File: src/eac_params.svh
/*
 Constants of the EEPROM access controller: I/O offsets, bit positions,
 reset values and timing figures of the device end, and the register map of
 the controller end. Assumes it is included by every design file by bare name.
*/
`ifndef EAC_PARAMS_SVH
`define EAC_PARAMS_SVH

// ==========================================================================
// Clock and timing
// ==========================================================================
`define EAC_CLK_KHZ 10000
`define EAC_T_ATOMIC_US 3400
`define EAC_T_SPLIT_US 1800
`define EAC_ARM_CYC 4
`define EAC_RD_HALT_CYC 4
`define EAC_PG_HALT_CYC 2

// ==========================================================================
// Device I/O map and control bit positions
// ==========================================================================
`define EAC_OFS_CTRL 6'h1F
`define EAC_OFS_DATA 6'h20
`define EAC_OFS_ADDR 6'h21
`define EAC_B_READ 0
`define EAC_B_GO 1
`define EAC_B_ARM 2
`define EAC_B_IEN 3
`define EAC_B_METH_LO 4
`define EAC_B_METH_HI 5
`define EAC_RST_METHOD 2'h0
`define EAC_RST_DATA 8'h00
`define EAC_RST_ADDR 8'h00

// ==========================================================================
// Controller register map
// ==========================================================================
`define EAC_H_CMD 3'h0
`define EAC_H_TADDR 3'h1
`define EAC_H_TDATA 3'h2
`define EAC_H_RESULT 3'h3
`define EAC_H_STATUS 3'h4
`define EAC_H_MASK 3'h5
`define EAC_ST_DONE 0
`define EAC_ST_REJ 1

`endif

File: src/eac_pkg.sv
/*
 Types shared by both ends of the EEPROM access controller.
 Assumes eac_params.svh is on the include path.
*/
package eac_pkg;

   // =======================================================================
   // Programming methods; the controller reuses code 3 for a read.
   // =======================================================================
   typedef enum logic [1:0] {
      EAC_M_ATOMIC = 2'h0,
      EAC_M_ERASE = 2'h1,
      EAC_M_WRITE = 2'h2,
      EAC_M_RSVD = 2'h3
   } eac_method_t;

   // =======================================================================
   // Device state: register file and programming engine.
   // =======================================================================
   typedef struct packed {
      logic arm;
      logic [2:0] arm_cnt;
      logic halt;
      logic [2:0] halt_cnt;
      logic ien;
      eac_method_t method;
      logic [7:0] addr;
      logic [7:0] data;
      logic [7:0] rdata;
      logic irq;
   } eac_dreg_t;

   typedef struct packed {
      logic busy;
      eac_method_t method;
      logic [7:0] tgt_addr;
      logic [7:0] tgt_data;
      logic [15:0] timer;
   } eac_eng_t;

   // =======================================================================
   // Controller sequencer states, Gray coded along the programming path.
   // =======================================================================
   typedef enum logic [3:0] {
      EAC_S_IDLE = 4'h0,
      EAC_S_CHK = 4'h1,
      EAC_S_PW1 = 4'h3,
      EAC_S_PEVAL = 4'h2,
      EAC_S_MODE = 4'h6,
      EAC_S_ADDR = 4'h7,
      EAC_S_DATA = 4'h5,
      EAC_S_ARM = 4'h4,
      EAC_S_GO = 4'hC,
      EAC_S_WAITD = 4'hD,
      EAC_S_RSTB = 4'hF,
      EAC_S_RHOLD = 4'hE,
      EAC_S_RHALT = 4'hA,
      EAC_S_RDW1 = 4'hB,
      EAC_S_RDV = 4'h9
   } eac_state_t;

   typedef struct packed {
      eac_state_t state;
      eac_method_t op;
      logic [7:0] taddr;
      logic [7:0] tdata;
      logic [7:0] result;
      logic [1:0] status;
      logic [1:0] mask;
      logic irq;
      logic [7:0] rdata;
      logic sp_s1;
      logic sp_s2;
      logic [5:0] io_addr;
      logic [7:0] io_wdata;
      logic io_wr;
      logic io_rd;
   } eac_host_t;

endpackage : eac_pkg

File: src/eac_if.sv
/*
 Register port between the processor-side controller and the EEPROM device.
 Assumes both ends run on the same clock; no crossing is needed.
*/
`timescale 1ns/1ps

interface eac_if;
   logic [5:0] io_addr;
   logic [7:0] io_wdata;
   logic io_wr;
   logic io_rd;
   logic [7:0] io_rdata;
   logic cpu_halt;
   logic ready_irq;

   modport dev (
      input io_addr,
      input io_wdata,
      input io_wr,
      input io_rd,
      output io_rdata,
      output cpu_halt,
      output ready_irq
   );

   modport core (
      output io_addr,
      output io_wdata,
      output io_wr,
      output io_rd,
      input io_rdata,
      input cpu_halt,
      input ready_irq
   );
endinterface : eac_if

File: src/eac_core.sv
/*
 Processor-side end: takes one EEPROM command at a time from software through
 its own small register file and plays the register sequence on the device.
 Assumes the device end on the same clock and an asynchronous self-programming
 flag from outside.
*/
`timescale 1ns/1ps
`include "eac_params.svh"

module eac_core (
   input wire logic CLK_I,
   input wire logic NRST_I,
   input wire logic [2:0] ADDR_I,
   input wire logic [7:0] WDATA_I,
   input wire logic WR_I,
   input wire logic RD_I,
   output logic [7:0] RDATA_O,
   output logic IRQ_O,
   input wire logic SELFPROG_ACTIVE_I,
   eac_if.core BUS_IO
);
   import eac_pkg::*;

   // ========================================================================
   // State
   // ========================================================================
   eac_host_t h_reg;
   eac_host_t h_next;
   logic [1:0] st_set;
   logic [1:0] st_clr;

   localparam eac_host_t HOST_RST = '{
      state: EAC_S_IDLE,
      op: EAC_M_ATOMIC,
      taddr: 8'h00,
      tdata: 8'h00,
      result: 8'h00,
      status: 2'h0,
      mask: 2'h0,
      irq: 1'b0,
      rdata: 8'h00,
      sp_s1: 1'b0,
      sp_s2: 1'b0,
      io_addr: 6'h00,
      io_wdata: 8'h00,
      io_wr: 1'b0,
      io_rd: 1'b0
   };

   // ========================================================================
   // Sequencer and register port
   // ========================================================================
   always_comb begin
      h_next = h_reg;
      h_next.io_wr = 1'b0;
      h_next.io_rd = 1'b0;
      h_next.rdata = 8'h00;
      h_next.sp_s1 = SELFPROG_ACTIVE_I;
      h_next.sp_s2 = h_reg.sp_s1;
      st_set = 2'h0;
      st_clr = 2'h0;

      case (h_reg.state)
         EAC_S_CHK: begin
            // Nothing is issued while the device stalls the core.
            if (!BUS_IO.cpu_halt) begin
               h_next.io_addr = `EAC_OFS_CTRL;
               h_next.io_rd = 1'b1;
               h_next.state = EAC_S_PW1;
            end
         end
         EAC_S_PW1: h_next.state = EAC_S_PEVAL;
         EAC_S_PEVAL: begin
            if (BUS_IO.io_rdata[`EAC_B_GO]) begin
               h_next.state = EAC_S_CHK;
            end else if ((h_reg.op != EAC_M_RSVD) && h_reg.sp_s2) begin
               h_next.state = EAC_S_CHK;
            end else if (h_reg.op == EAC_M_RSVD) begin
               h_next.state = EAC_S_ADDR;
            end else begin
               h_next.state = EAC_S_MODE;
            end
         end
         EAC_S_MODE: begin
            h_next.io_addr = `EAC_OFS_CTRL;
            h_next.io_wdata = {2'h0, h_reg.op, 4'h0};
            h_next.io_wr = 1'b1;
            h_next.state = EAC_S_ADDR;
         end
         EAC_S_ADDR: begin
            h_next.io_addr = `EAC_OFS_ADDR;
            h_next.io_wdata = h_reg.taddr;
            h_next.io_wr = 1'b1;
            if (h_reg.op == EAC_M_RSVD) begin
               h_next.state = EAC_S_RSTB;
            end else if (h_reg.op == EAC_M_ERASE) begin
               h_next.state = EAC_S_ARM;
            end else begin
               h_next.state = EAC_S_DATA;
            end
         end
         EAC_S_DATA: begin
            h_next.io_addr = `EAC_OFS_DATA;
            h_next.io_wdata = h_reg.tdata;
            h_next.io_wr = 1'b1;
            h_next.state = EAC_S_ARM;
         end
         EAC_S_ARM: begin
            h_next.io_addr = `EAC_OFS_CTRL;
            h_next.io_wdata = {2'h0, h_reg.op, 4'h4};
            h_next.io_wr = 1'b1;
            h_next.state = EAC_S_GO;
         end
         EAC_S_GO: begin
            // Go follows arm in the very next cycle, well inside the window.
            h_next.io_addr = `EAC_OFS_CTRL;
            h_next.io_wdata = {2'h0, h_reg.op, 4'hE};
            h_next.io_wr = 1'b1;
            h_next.state = EAC_S_WAITD;
         end
         EAC_S_WAITD: begin
            if (BUS_IO.ready_irq) begin
               st_set[`EAC_ST_DONE] = 1'b1;
               h_next.state = EAC_S_IDLE;
            end
         end
         EAC_S_RSTB: begin
            h_next.io_addr = `EAC_OFS_CTRL;
            h_next.io_wdata = 8'h01;
            h_next.io_wr = 1'b1;
            h_next.state = EAC_S_RHOLD;
         end
         EAC_S_RHOLD: h_next.state = EAC_S_RHALT;
         EAC_S_RHALT: begin
            if (!BUS_IO.cpu_halt) begin
               h_next.io_addr = `EAC_OFS_DATA;
               h_next.io_rd = 1'b1;
               h_next.state = EAC_S_RDW1;
            end
         end
         EAC_S_RDW1: h_next.state = EAC_S_RDV;
         EAC_S_RDV: begin
            h_next.result = BUS_IO.io_rdata;
            st_set[`EAC_ST_DONE] = 1'b1;
            h_next.state = EAC_S_IDLE;
         end
         default: h_next.state = h_reg.state;
      endcase

      // Software writes; a command while one runs is refused and flagged.
      if (WR_I) begin
         if (ADDR_I == `EAC_H_CMD) begin
            if (h_reg.state == EAC_S_IDLE) begin
               h_next.op = eac_method_t'(WDATA_I[1:0]);
               h_next.state = EAC_S_CHK;
            end else begin
               st_set[`EAC_ST_REJ] = 1'b1;
            end
         end else if (ADDR_I == `EAC_H_TADDR) begin
            h_next.taddr = WDATA_I;
         end else if (ADDR_I == `EAC_H_TDATA) begin
            h_next.tdata = WDATA_I;
         end else if (ADDR_I == `EAC_H_MASK) begin
            h_next.mask = WDATA_I[1:0];
         end
      end

      // Software reads; reading status clears it, unmapped reads give zero.
      if (RD_I) begin
         if (ADDR_I == `EAC_H_CMD) begin
            h_next.rdata = {h_reg.state != EAC_S_IDLE, 5'h00, h_reg.op};
         end else if (ADDR_I == `EAC_H_TADDR) begin
            h_next.rdata = h_reg.taddr;
         end else if (ADDR_I == `EAC_H_TDATA) begin
            h_next.rdata = h_reg.tdata;
         end else if (ADDR_I == `EAC_H_RESULT) begin
            h_next.rdata = h_reg.result;
         end else if (ADDR_I == `EAC_H_STATUS) begin
            h_next.rdata = {6'h00, h_reg.status};
            st_clr = 2'h3;
         end else if (ADDR_I == `EAC_H_MASK) begin
            h_next.rdata = {6'h00, h_reg.mask};
         end
      end

      // A new event in the clearing cycle survives the clear.
      h_next.status = (h_reg.status & ~st_clr) | st_set;
      h_next.irq = |(h_next.status & h_next.mask);
   end

   // ========================================================================
   // State register
   // ========================================================================
   always_ff @(posedge CLK_I or negedge NRST_I) begin
      if (!NRST_I) begin
         h_reg <= HOST_RST;
      end else begin
         h_reg <= h_next;
      end
   end

   // ========================================================================
   // Outputs
   // ========================================================================
   assign RDATA_O = h_reg.rdata;
   assign IRQ_O = h_reg.irq;
   assign BUS_IO.io_addr = h_reg.io_addr;
   assign BUS_IO.io_wdata = h_reg.io_wdata;
   assign BUS_IO.io_wr = h_reg.io_wr;
   assign BUS_IO.io_rd = h_reg.io_rd;

endmodule : eac_core

File: src/flat_wrapper.sv
// flat-port wrapper written by rule: the top's interface ports become plain ports
module eac_core_flat import eac_pkg::*;
  (CLK_I, NRST_I, ADDR_I, WDATA_I, WR_I, RD_I, RDATA_O, IRQ_O, SELFPROG_ACTIVE_I, BUS_IO_io_addr, BUS_IO_io_wdata, BUS_IO_io_wr, BUS_IO_io_rd, BUS_IO_io_rdata, BUS_IO_cpu_halt, BUS_IO_ready_irq);
  eac_if BUS_IO_i ();
  input wire logic CLK_I;
  input wire logic NRST_I;
  input wire logic [2:0] ADDR_I;
  input wire logic [7:0] WDATA_I;
  input wire logic WR_I;
  input wire logic RD_I;
  output logic [7:0] RDATA_O;
  output logic IRQ_O;
  input wire logic SELFPROG_ACTIVE_I;
  output wire logic [$bits(BUS_IO_i.io_addr)-1:0] BUS_IO_io_addr;
  output wire logic [$bits(BUS_IO_i.io_wdata)-1:0] BUS_IO_io_wdata;
  output wire logic [$bits(BUS_IO_i.io_wr)-1:0] BUS_IO_io_wr;
  output wire logic [$bits(BUS_IO_i.io_rd)-1:0] BUS_IO_io_rd;
  input wire logic [$bits(BUS_IO_i.io_rdata)-1:0] BUS_IO_io_rdata;
  input wire logic [$bits(BUS_IO_i.cpu_halt)-1:0] BUS_IO_cpu_halt;
  input wire logic [$bits(BUS_IO_i.ready_irq)-1:0] BUS_IO_ready_irq;
  assign BUS_IO_io_addr = BUS_IO_i.io_addr;
  assign BUS_IO_io_wdata = BUS_IO_i.io_wdata;
  assign BUS_IO_io_wr = BUS_IO_i.io_wr;
  assign BUS_IO_io_rd = BUS_IO_i.io_rd;
  assign BUS_IO_i.io_rdata = BUS_IO_io_rdata;
  assign BUS_IO_i.cpu_halt = BUS_IO_cpu_halt;
  assign BUS_IO_i.ready_irq = BUS_IO_ready_irq;
  eac_core u_core (.CLK_I(CLK_I), .NRST_I(NRST_I), .ADDR_I(ADDR_I), .WDATA_I(WDATA_I), .WR_I(WR_I), .RD_I(RD_I), .RDATA_O(RDATA_O), .IRQ_O(IRQ_O), .SELFPROG_ACTIVE_I(SELFPROG_ACTIVE_I), .BUS_IO(BUS_IO_i));
endmodule
File: config.mk
export PLATFORM = sky130hd
export DESIGN_NAME = eac_core_flat
export DESIGN_NICKNAME = d
export VERILOG_FILES = /design/src/eac_pkg.sv /design/src/eac_if.sv /design/src/eac_core.sv /design/src/flat_wrapper.sv
export VERILOG_INCLUDE_DIRS = /design/src
export SDC_FILE = /design/constraint.sdc
export NUM_CORES = 1
export LEC_CHECK = 0
export BUFFER_PORTS_ARGS = -buffer_cell sky130_fd_sc_hd__buf_2
export CAP_MARGIN = 15
export CORE_UTILIZATION = 53
export CTS_CLUSTER_SIZE = 12
export DETAILED_ROUTE_END_ITERATION = 6
export PLACE_DENSITY = 0.76
export SLEW_MARGIN = 30
export SYNTH_ARGS = -nofsm -noshare
export SYNTH_HDL_FRONTEND = slang
export SYNTH_SLANG_ARGS = --single-unit
File: constraint.sdc
create_clock -name CLK_I -period 1.65 [get_ports CLK_I]
set_input_delay 0.4125 -clock CLK_I [delete_from_list [all_inputs] [get_ports CLK_I]]
set_output_delay 0.4125 -clock CLK_I [all_outputs]
set_load 0.01 [all_outputs]
# Yosys cells after proc, flatten, opt, wreduce, memory -nomap -nowiden
# Index checks and enable logic that the tools add are counted.
[classes] add_sub_neg=0 n_mul=0 reduce_logical=13 muxes=45 bitwise=6 shifts=0 eq_ne=24 magnitude_cmp=0 n_div=0
[op_table] cell="$mux 8" count=9
[op_table] cell="$pmux 4 s14" count=1
[op_table] cell="$pmux 9 s6" count=1
[op_table] cell="$pmux 6 s5" count=1
[op_table] cell="$eq 4x4->1 const B" count=7
[op_table] cell="$mux 2" count=12
[op_table] cell="$mux 6" count=4
[op_table] cell="$mux 22" count=1
[op_table] cell="$mux 4" count=5
[op_table] cell="$eq 4x3->1 const B" count=4
[op_table] cell="$mux 16" count=1
[op_table] cell="$reduce_and 3->1" count=3
[op_table] cell="$eq 4x2->1 const B" count=2
[op_table] cell="$mux 1" count=8
[op_table] cell="$eq 3x2->1 const B" count=2
[op_table] cell="$eq 3x3->1 const B" count=2
[op_table] cell="$ne 2x2->1 const B" count=3
[op_table] cell="$reduce_bool 6->1" count=1
[op_table] cell="$reduce_bool 5->1" count=1
[op_table] cell="$and 2x2->2" count=2
[op_table] cell="$eq 4x1->1 const B" count=1
[op_table] cell="$logic_not 4->1" count=1
[op_table] cell="$reduce_and 4->1" count=1
[op_table] cell="$reduce_bool 4->1" count=1
[op_table] cell="other kinds (12)" count=14
[totals] latch_bits=0 elab_cells=103 mem_bits_ro=0 ram_bits=0 n_memories=0 reg_bits=61 output_inout_bits=25

# Logic depth before layout (Yosys ltp)
# Gate-level depths: netlist of the first run.
[depth] depth_word=12 ltp_mapped=6

# Least setup slack after synthesis of the first run
# Ideal clock, no wire load.
[synth_path] path_type="input port to flip-flop" start="input ADDR_I[1]" end="register u_core.h_reg[39] (netlist name)" required_ns=1.525 arrival_ns=1.340 path_stages=5 slack_ns=0.185 path_cell_list="buf_4 -> nor2b_4 -> and2_1 -> buf_4 -> mux2_2"
[synth_via] elab_chain_cells=3
[synth_lines] element="from (decl)" line="flat_wrapper.sv:7" text="input wire logic [2:0] ADDR_I;"
[synth_lines] element="$eq 3x1->1 (no source line) or $logic_not 3->1 (tied branches)"
[synth_lines] element="$not 1->1 (no source line)"
[synth_lines] element="$reduce_and 4->1 (no source line) (*)"
[synth_lines] element="to (signal assigned)" line="eac_core.sv:198" text="h_reg <= h_next;"
[synth_lines] element="to (decl)" line="eac_core.sv:27" text="eac_host_t h_reg;"
# Mark *: on every way between the ends. The rest lies on a longest branch, timed or not.
# A chain may end at the register's enable or synchronous reset.

==> results of run 1 <==
-- metal layers --
layer / vias up / track usage (%) / wire, um / share of wire (%)
met5: - / 0 / 0 / 0
met4: 0 / 8.87 / 138 / 2.1
met3: 17 / 7.86 / 369 / 5.6
met2: 82 / 38.2 / 3120 / 48
met1: 1129 / 30.4 / 2930 / 45
li1: 1085 / - / - / -
-- layout by cell type (no fill, tap or decap), types with 3 or more instances in the layout --
| master | count |
|---|---|
| a211oi_1 | 3 |
| mux2i_1 | 5 |
| nand3_1 | 3 |
| buf_2 | 50 |
| nand2b_1 | 4 |
| nand2_1 | 24 |
| nor2b_1 | 9 |
| o21ai_0 | 30 |
| nor2_1 | 24 |
| inv_1 | 6 |
| a22oi_1 | 5 |
| a21oi_1 | 9 |
| dfrtp_1 | 58 |
| a22o_1 | 4 |
| clkbuf_8 | 14 |
| a221oi_1 | 3 |
| buf_4 | 17 |
| a31oi_1 | 3 |
| mux2_2 | 27 |
-- layout make-up --
class,instances,area share [%]
clock buffer,15,5.73
clock inverter,1,0.146
inverter,8,0.875
multi-input combinational,184,36.2
sequential,58,42.3
tap,70,2.55
timing repair buffer,69,12.2
-- worst max-delay path: stages, from the launching register on --
cell and delay, ps:
dfrtp_1 500, buf_4 190, nor2b_1 240, nand2_1 100
a211o_1 310, o311ai_0 90
-- worst paths after layout --
kind / startpoint / to / depth (start not counted)
min in group CLK_I: SELFPROG_ACTIVE_I / u_core.h_next[16] / 1
min reg2reg: u_core.h_next[16] / u_core.h_reg[16] / 0
min: NRST_I / u_core.BUS_IO.io_rd / 2
max reg2reg: u_core.h_reg[58] / u_core.h_reg[58] / 5
max: u_core.h_reg[58] / u_core.h_reg[58] / 5
max in group asynchronous: NRST_I / u_core.h_reg[27] / 2
-- kinds of logic (layout without fill, tap and decap cells) --
group | count (synthesis) | after routing | synth area share, %
DFF | 58 | 58 | 48.6
muxes | 33 | 33 | 12.6
AOI/OAI and AO/OA | 72 | 72 | 15.6
xor gates and xnor gates | 1 | 1 | 0.293
and+or+nand+nor | 78 | 78 | 13.1
buffers and inverters | 46 | 93 | 9.80
-- through the flow --
step	setup WS [ps]	power, uW	hold slack, ps
final	104	5680	69.9
after global routing	25.8	6060	90.7
after detailed placement	26.6	4400	337
after floorplan	185	3890	117
after global placement	40.4	4320	332
after CTS	102	5690	76.6
-- report_power, final --
group / internal, uW / leakage (uW) / switching [uW] / total, uW
logic: 1020 / 0.000790 / 1130 / 2150
registers: 1870 / 0.000717 / 368 / 2240
clock network: 749 / 0.000106 / 544 / 1290
==> flow_metrics.env, run 1 <==
export IMPL_final_core_util_pct=65.1
export IMPL_finalWirelength_um=6550
export IMPL_hold_viol=0
export IMPL_grt_total_usage_pct=24.0
export IMPL_seqCellArea_sq_mm=0.00145
export IMPL_ant_nets=0
export IMPL_final_min_clock_period_ps=1550
export IMPL_grt_max_degree=59
export IMPL_multi_input_area_sq_mm=0.00124
export IMPL_die_h_um=77.1
export IMPL_place_area_sq_mm=0.00323
export IMPL_finClkSkew_ps=5.31
export IMPL_powerDensity_mw_per_mm2=1660
export IMPL_dp_cells=389
export IMPL_syn_area_per_cell_sq_um=10.4
export IMPL_core_area_sq_mm=0.00527
export IMPL_synthCells=288
export IMPL_cts_hold_buf=0
export IMPL_synth_top_area_share_pct=48.6
export IMPL_num_nets_final=356
export IMPL_fin_area_sq_mm=0.00343
export IMPL_cts_resized_gates=0
export IMPL_clk_pin_slew_worst_paths_ps=70
export IMPL_synth_area_top_cells="dfrtp_1 (49%), mux2_2 (10%), buf_4 (6.5%)"
export IMPL_port_buffers=50
export IMPL_grt_overflow=0
export IMPL_num_rows=26
export IMPL_netlist_area_sq_mm=0.00299
export IMPL_syn2layout_area_growth_pct=14.9
export IMPL_synthDistinctLibCells=45
export IMPL_routed_wire_length_per_instance_um=16.2
export IMPL_n_fill_cell=414
export IMPL_criticalPathCategory="reg -> reg"
export IMPL_rrSetupSlack_ps=100
export IMPL_crit_required_ps=1880
export IMPL_drive_gt1_share_pct=35.2
export IMPL_start_util_pct=56.7
export IMPL_antenna_found_initial=0
export IMPL_hpwl_um=4670
export IMPL_clock_fmax_mhz=647
export IMPL_synth_largest_area_cell="dfrtp_1"
export IMPL_cts_root_buf="clkbuf_8"
export IMPL_tightest_slew_ps=387
export IMPL_leakage_uw=0.00161
export IMPL_place_congestion=0.849
export IMPL_cts_max_path_buffers=2
export IMPL_cts_sinks=58
export IMPL_drv_cap=0
export IMPL_cp_max_fo=6
export IMPL_finalCritPeriodShare_pct=93.7
export IMPL_ys_warn_count=0
export IMPL_ios=51
export IMPL_drcViolationCount=0
export IMPL_vdd_drop_max_v=0.000901
export IMPL_rsz0062_at_grt="false"
export IMPL_clock_latency_ps=340
export IMPL_start_kind="register"
export IMPL_synth_flop_cell="dfrtp_1"
export IMPL_die_area_sq_mm=0.00594
export IMPL_ys_ff_latch=58
export IMPL_grt_pass1_vias=2302
export IMPL_dr_pass1_iters=4
export IMPL_numCtsBuffers=9
export IMPL_first_iter_violations=126
export IMPL_diodes=0
export IMPL_hold_path_class="in -> async"
export IMPL_synthTopCellsByCount="dfrtp_1 (58), o21ai_0 (30), mux2_2 (27), buf_4 (26)"
export IMPL_synth_nets=314
export IMPL_setup_viol=0
export IMPL_synth_most_common_cell="dfrtp_1"
export IMPL_status="complete, no violations"
export IMPL_synth_edf_count=0
export IMPL_viasPerCell=5.71
export IMPL_relSlewSlack_pct=74.2
export IMPL_drv_slew=0
export IMPL_stdcell_count=405
export IMPL_arrival_ps=1770
export IMPL_ys_seq_area_share_pct=48.6
export IMPL_ys_async_sr_fraction_pct=100
export IMPL_grt_pass1_wl_um=10800
export IMPL_largest_reg_flops=35
export IMPL_vias=2313
export IMPL_htreeDepth=3
export IMPL_cp_end_kind="register"
export IMPL_cts_tree="yes"
export IMPL_fp_dieW_um=77.1
export IMPL_setup_tns_ps=0
export IMPL_cts_setup_buffers=0
Note: power is estimated with default switching activity, not from simulation.
==> run 2: changes to the inputs <==
--- a/config.mk
+++ b/config.mk
@@ -8,10 +8,11 @@
 export LEC_CHECK = 0
 export BUFFER_PORTS_ARGS = -buffer_cell sky130_fd_sc_hd__buf_2
 export CAP_MARGIN = 15
-export CORE_UTILIZATION = 53
+export CORE_ASPECT_RATIO = 1.5
+export CORE_UTILIZATION = 40
 export CTS_CLUSTER_SIZE = 12
 export DETAILED_ROUTE_END_ITERATION = 6
-export PLACE_DENSITY = 0.76
+export PLACE_DENSITY_LB_ADDON = 0.2
 export SLEW_MARGIN = 30
 export SYNTH_ARGS = -nofsm -noshare
 export SYNTH_HDL_FRONTEND = slang
==> run 2 against run 1 <==
Fmax decreased by 1.0%. Final cell count rose by 8.1%. Sequential share of layout area decreased by 0.74 points. Flip-flop and latch count did not move. First-iteration DRC count is 21% lower. Final area up 1.8%. Sequential power hardly changed. Clock power rose by 3%. Die area increased by 32%. Critical endpoint is now u_core.RDATA_O[7]. Highest routed layer unchanged. Combinational power about the same. Critical path depth is 1 lower. Non-clock buffer count grew 3.
==> flow_metrics.env, run 2 (synthesis gave the netlist of run 1 again) <==
export IMPL_status="complete, no violations"
export IMPL_cts_setup_buffers=0
export IMPL_drcViolationCount=0
export IMPL_drv_slew=0
export IMPL_arrival_ps=1790
export IMPL_die_area_sq_mm=0.00782
export IMPL_rrSetupSlack_ps=90
export IMPL_finalCritPeriodShare_pct=94.7
export IMPL_relSlewSlack_pct=76.6
export IMPL_largest_reg_flops=35
export IMPL_setup_tns_ps=0
export IMPL_clk_pin_slew_worst_paths_ps=70
export IMPL_final_cell_mix="dfrtp_1 (58), buf_2 (50), o21ai_0 (30), mux2_2 (27)"
export IMPL_slowest_stage="dfrtp_1"
export IMPL_start_util_pct=41.3
export IMPL_cts_max_path_buffers=2
export IMPL_antenna_found_initial=0
export IMPL_cts_hold_buf=0
export IMPL_grt_max_degree=59
export IMPL_seqCellArea_sq_mm=0.00145
export IMPL_numCtsBuffers=9
export IMPL_use_met1_pct=22.9
export IMPL_clock_latency_ps=350
export IMPL_criticalPathCategory="reg -> reg"
export IMPL_routed_wire_length_per_instance_um=15.6
export IMPL_setup_viol=0
export IMPL_hpwl_um=5030
export IMPL_grt_total_usage_pct=19.3
export IMPL_n_fill_cell=707
export IMPL_finalWirelength_um=6820
export IMPL_cts_tree="yes"
export IMPL_grt_overflow=0
export IMPL_ios=51
export IMPL_num_rows=38
export IMPL_drive_gt1_share_pct=36.1
export IMPL_critPathMaxStageDelay_ps=490
export IMPL_htreeDepth=3
export IMPL_fp_dieW_um=72.6
export IMPL_met3_usage_pct=2.81
export IMPL_die_h_um=108
export IMPL_start_kind="register"
export IMPL_final_min_clock_period_ps=1560
export IMPL_syn2layout_area_growth_pct=16.9
export IMPL_first_iter_violations=100
export IMPL_multi_input_area_sq_mm=0.00124
export IMPL_layout_commonest_cell="dfrtp_1"
export IMPL_drv_cap=0
export IMPL_powerDensity_mw_per_mm2=1650
export IMPL_crit_required_ps=1880
export IMPL_vdd_drop_max_v=0.000562
export IMPL_power_uw=5750
export IMPL_tightest_slew_ps=349
export IMPL_port_buffers=50
export IMPL_hold_viol=0
export IMPL_cp_end_kind="register"
export IMPL_rsz0062_at_grt="false"
export IMPL_cp_startpoint="u_core.h_reg[57]"
export IMPL_place_congestion=0.855
export IMPL_r2r_start="u_core.h_reg[57]"
export IMPL_finClkSkew_ps=6.59
export IMPL_cts_root_buf="clkbuf_8"
export IMPL_cts_sinks=58
export IMPL_crit_chain="nor2_4 > nand2_1 > mux4_2 > and3_1"
export IMPL_grt_busiest_layer="met2"
export IMPL_grt_met2_usage_pct=33.1
export IMPL_viasPerCell=5.17
export IMPL_cp_max_fo=8
export IMPL_ant_nets=0
export IMPL_clock_fmax_mhz=640
export IMPL_hold_path_class="in -> async"
export IMPL_grt_pass1_wl_um=11100
export IMPL_diodes=0
export IMPL_grt_pass1_vias=2235
export IMPL_leakage_uw=0.00162
export IMPL_cts_resized_gates=0
export IMPL_dr_pass1_iters=4
export IMPL_vias=2264
export IMPL_num_nets_final=359
export IMPL_core_area_sq_mm=0.00723
## run 2: changes by cell type in the layout (fill, tap and decap cells not counted)
cell,delta
clkbuf_1,-1
buf_4,+3
bufinv_16,+1
clkinv_2,+1
clkinvlp_4,+1
clkbuf_8,-4
clkinv_4,+1
inv_6,+1
## run 2: report_power, final
part / total, uW / internal, uW / switching [uW] / leakage [uW]
logic: 2180 / 1040 / 1140 / 0.000804
registers: 2230 / 1870 / 361 / 0.000717
clock network: 1330 / 739 / 594 / 0.000103
## run 2: layout make-up
type	instances	share of cell area [%]
well taps	100	3.58
clock buffers	10	3.94
clock inverters	6	1.86
inverters	8	0.860
flip-flops and latches	58	41.6
repair buffers	72	12.6
multi-input cells	184	35.6
## run 2: metal layers
| layer | share of wire (%) | vias up |
|---|---|---|
| li1 | - | 1102 |
| met1 | 43 | 1111 |
| met2 | 53 | 42 |
| met3 | 3.0 | 9 |
| met4 | 1.5 | 0 |
| met5 | 0 | - |
## run 2: critical path, delay by kind of cell, from the launching register on
| family | cells | cell delay, ps |
|---|---|---|
| AND/OR/NAND/NOR | 3 | 480 |
| flip-flops | 1 | 490 |
| multiplexers | 1 | 470 |
## run 2: path summary, 6_finish.rpt
path	endpoint	cells after the start
worst max-delay path	u_core.RDATA_O[7]	4
worst min-delay path	u_core.BUS_IO.io_rd	2
worst max register to register	u_core.RDATA_O[7]	4
worst min register to register	u_core.h_reg[16]	0
max in group asynchronous	u_core.BUS_IO.io_addr[5]	2
min in group CLK_I	u_core.h_next[16]	1
## run 2: through the flow
step                cell area [sq um]  hold slack, ps  cells  utilization (%)  worst slack (ps)
finish                           3490            52.6    438             48.3              87.9
detailed placement               3290             346    422             45.5              64.8
global placement                 3290             333    422             45.5              81.3
floorplan                        2990             117    288                -               185
global route                     3490            81.6    438             48.3              11.0
CTS                              3490            70.6    438             48.3               102
==> run 3: changes to the inputs <==
--- a/config.mk
+++ b/config.mk
@@ -13,6 +13,7 @@
 export CTS_CLUSTER_SIZE = 12
 export DETAILED_ROUTE_END_ITERATION = 6
 export PLACE_DENSITY_LB_ADDON = 0.2
+export SKIP_LAST_GASP = 1
 export SLEW_MARGIN = 30
 export SYNTH_ARGS = -nofsm -noshare
 export SYNTH_HDL_FRONTEND = slang
==> constraint.sdc (replaced) <==
create_clock -name CLK_I -period 1.4 [get_ports CLK_I]
set_input_delay 0.35 -clock CLK_I [delete_from_list [all_inputs] [get_ports CLK_I]]
set_output_delay 0.35 -clock CLK_I [all_outputs]
set_load 0.01 [all_outputs]
==> run 3 against run 2 <==
The run now ends with hold timing, setup timing left. Clock skew increased by 4.2 ps. Final cell count rose by 5.3%. Worst setup slack got worse by 180 ps. Die area unchanged. Register-to-register slack got worse by 180 ps. Wire length up 7.4%. Combinational power is 54% higher. Sequential power is 16% higher. Largest cell class unchanged. Largest power group is now combinational cells.
==> flow_metrics.env, run 3 (synthesis gave the netlist of run 1 again) <==
export IMPL_core_area_sq_mm=0.00723
export IMPL_power_uw=7530
export IMPL_relSlewSlack_pct=79.0
export IMPL_routed_wire_length_per_instance_um=15.9
export IMPL_grt_pass1_wl_um=11600
export IMPL_finalCritPeriodShare_pct=107
export IMPL_crit_family="multiplexers"
export IMPL_hpwl_um=5270
export IMPL_grt_overflow=0
export IMPL_powerDensity_mw_per_mm2=1990
export IMPL_place_area_sq_mm=0.00343
export IMPL_place_congestion=0.824
export IMPL_numCtsBuffers=9
export IMPL_die_area_sq_mm=0.00782
export IMPL_tightest_slew_ps=315
export IMPL_cts_root_buf="clkbuf_8"
export IMPL_wl_met1_um=2940
export IMPL_cts_tree="yes"
export IMPL_slowest_stage="mux4_2"
export IMPL_num_nets_final=382
export IMPL_clock_latency_ps=340
export IMPL_drive_gt1_share_pct=45.4
export IMPL_viasPerCell=5.08
export IMPL_die_h_um=108
export IMPL_criticalPathCategory="reg -> reg"
export IMPL_hold_path_class="in -> async"
export IMPL_start_kind="register"
export IMPL_dr_pass1_iters=4
export IMPL_crit_chain="buf_6 > nor2_4 > nand2_2 > mux4_2 > and3_4"
export IMPL_clk_pin_slew_worst_paths_ps=70
export IMPL_setup_tns_ps=-198
export IMPL_diodes=0
export IMPL_largest_reg_flops=35
export IMPL_ios=51
export IMPL_final_min_clock_period_ps=1490
export IMPL_final_cell_mix="dfrtp_1 (56), buf_2 (50), buf_4 (35), mux2_2 (27), o21ai_0 (24)"
export IMPL_setup_viol=4
export IMPL_hold_viol=1
export IMPL_drcViolationCount=0
export IMPL_finClkSkew_ps=10.8
export IMPL_crit_buf_inv=1
export IMPL_grt_max_degree=59
export IMPL_drv_cap=0
export IMPL_num_rows=38
export IMPL_syn2layout_area_growth_pct=26.9
export IMPL_highest_layer="met4"
export IMPL_setup_slack_ps=-93.6
export IMPL_drv_slew=0
export IMPL_fin_area_sq_mm=0.00379
export IMPL_antenna_found_initial=0
export IMPL_grt_pass1_vias=2315
export IMPL_vdd_drop_max_v=0.000897
export IMPL_cts_hold_buf=0
export IMPL_cts_sinks=58
export IMPL_cp_max_fo=4
export IMPL_layout_commonest_cell="dfrtp_1"
export IMPL_start_util_pct=41.3
export IMPL_ant_nets=0
export IMPL_fp_dieW_um=72.6
export IMPL_wl_met2_um=3880
export IMPL_dp_cells=438
export IMPL_htreeDepth=3
export IMPL_violations="hold timing, setup timing"
export IMPL_clock_fmax_mhz=670
export IMPL_port_buffers=50
export IMPL_whs_ps=-0.872
export IMPL_finalWirelength_um=7330
export IMPL_rsz0062_at_grt="true"
export IMPL_vias=2340
export IMPL_crit_required_ps=1620
export IMPL_cts_max_path_buffers=2
export IMPL_leakage_uw=0.00177
export IMPL_stdcell_count=461
export IMPL_arrival_ps=1720
export IMPL_critPathMaxStageDelay_ps=470
export IMPL_status="complete, but fails checks"
export IMPL_grt_total_usage_pct=20.2
export IMPL_cp_end_kind="register"
export IMPL_met3WireLength_um=312
export IMPL_first_iter_violations=113
## run 3: cell count changes in the layout (fill, tap and decap cells not counted), moves of 3 or more
cell,previous run,this run
buf_4,20,35
buf_6,0,4
nand2_1,24,20
nand2_2,0,3
nor2b_1,9,5
nor2b_2,0,3
o21ai_0,30,24
o21ai_1,0,5
## run 3: cell type report
| type | count | area, sq um |
|---|---|---|
| clock buffer | 12 | 155 |
| clock inverter | 4 | 50.0 |
| fill | 694 | 3440 |
| inverter | 8 | 30.0 |
| multi-input combinational | 184 | 1320 |
| sequential | 58 | 1450 |
| tap | 100 | 125 |
| timing repair buffer | 95 | 661 |
## run 3: metal layers
layer  vias up  global-route usage (%)
met5         -                       0
met4         0                    9.52
met3        16                    4.40
met2        57                    35.4
met1      1133                    23.0
li1       1134                       -
## run 3: metrics by stage
stage                     hold WS, ps  setup WS [ps]  util [%]
after floorplan                  54.4           2.83         -
after global placement            335           -114      47.5
after detailed placement          346           -170      47.5
after CTS                       0.585          -94.4      50.8
after global routing             16.3           -127      52.4
final                          -0.872          -93.6      52.4
## run 3: path summary, 6_finish.rpt
kind                            cells past startpoint  slack [ps]               from                 to
worst max-delay path                                5         -90   u_core.h_reg[58]  u_core.RDATA_O[7]
worst min-delay path                                2        -0.9             NRST_I   u_core.h_reg[57]
worst max register to register                      5         -90   u_core.h_reg[58]  u_core.RDATA_O[7]
worst min register to register                      0         360  u_core.h_next[16]   u_core.h_reg[16]
max in group asynchronous                           2        1130             NRST_I   u_core.h_reg[54]
min in group CLK_I                                  1         110  SELFPROG_ACTIVE_I  u_core.h_next[16]
## run 3: what timing repair did
action                     in CTS  in global routing
gates resized for setup         4                 33
pin swaps                       2                 13
gates cloned                    0                  1
setup buffers                   2                  5
setup endpoints to repair      12                 23
## run 3: where the power goes
group          leakage, uW  switching [uW]  total (uW)  internal, uW
clock network    0.0000986             675        1590           916
registers         0.000714             383        2590          2210
logic             0.000955            1620        3350          1730
total              0.00177            2680        7530          4850
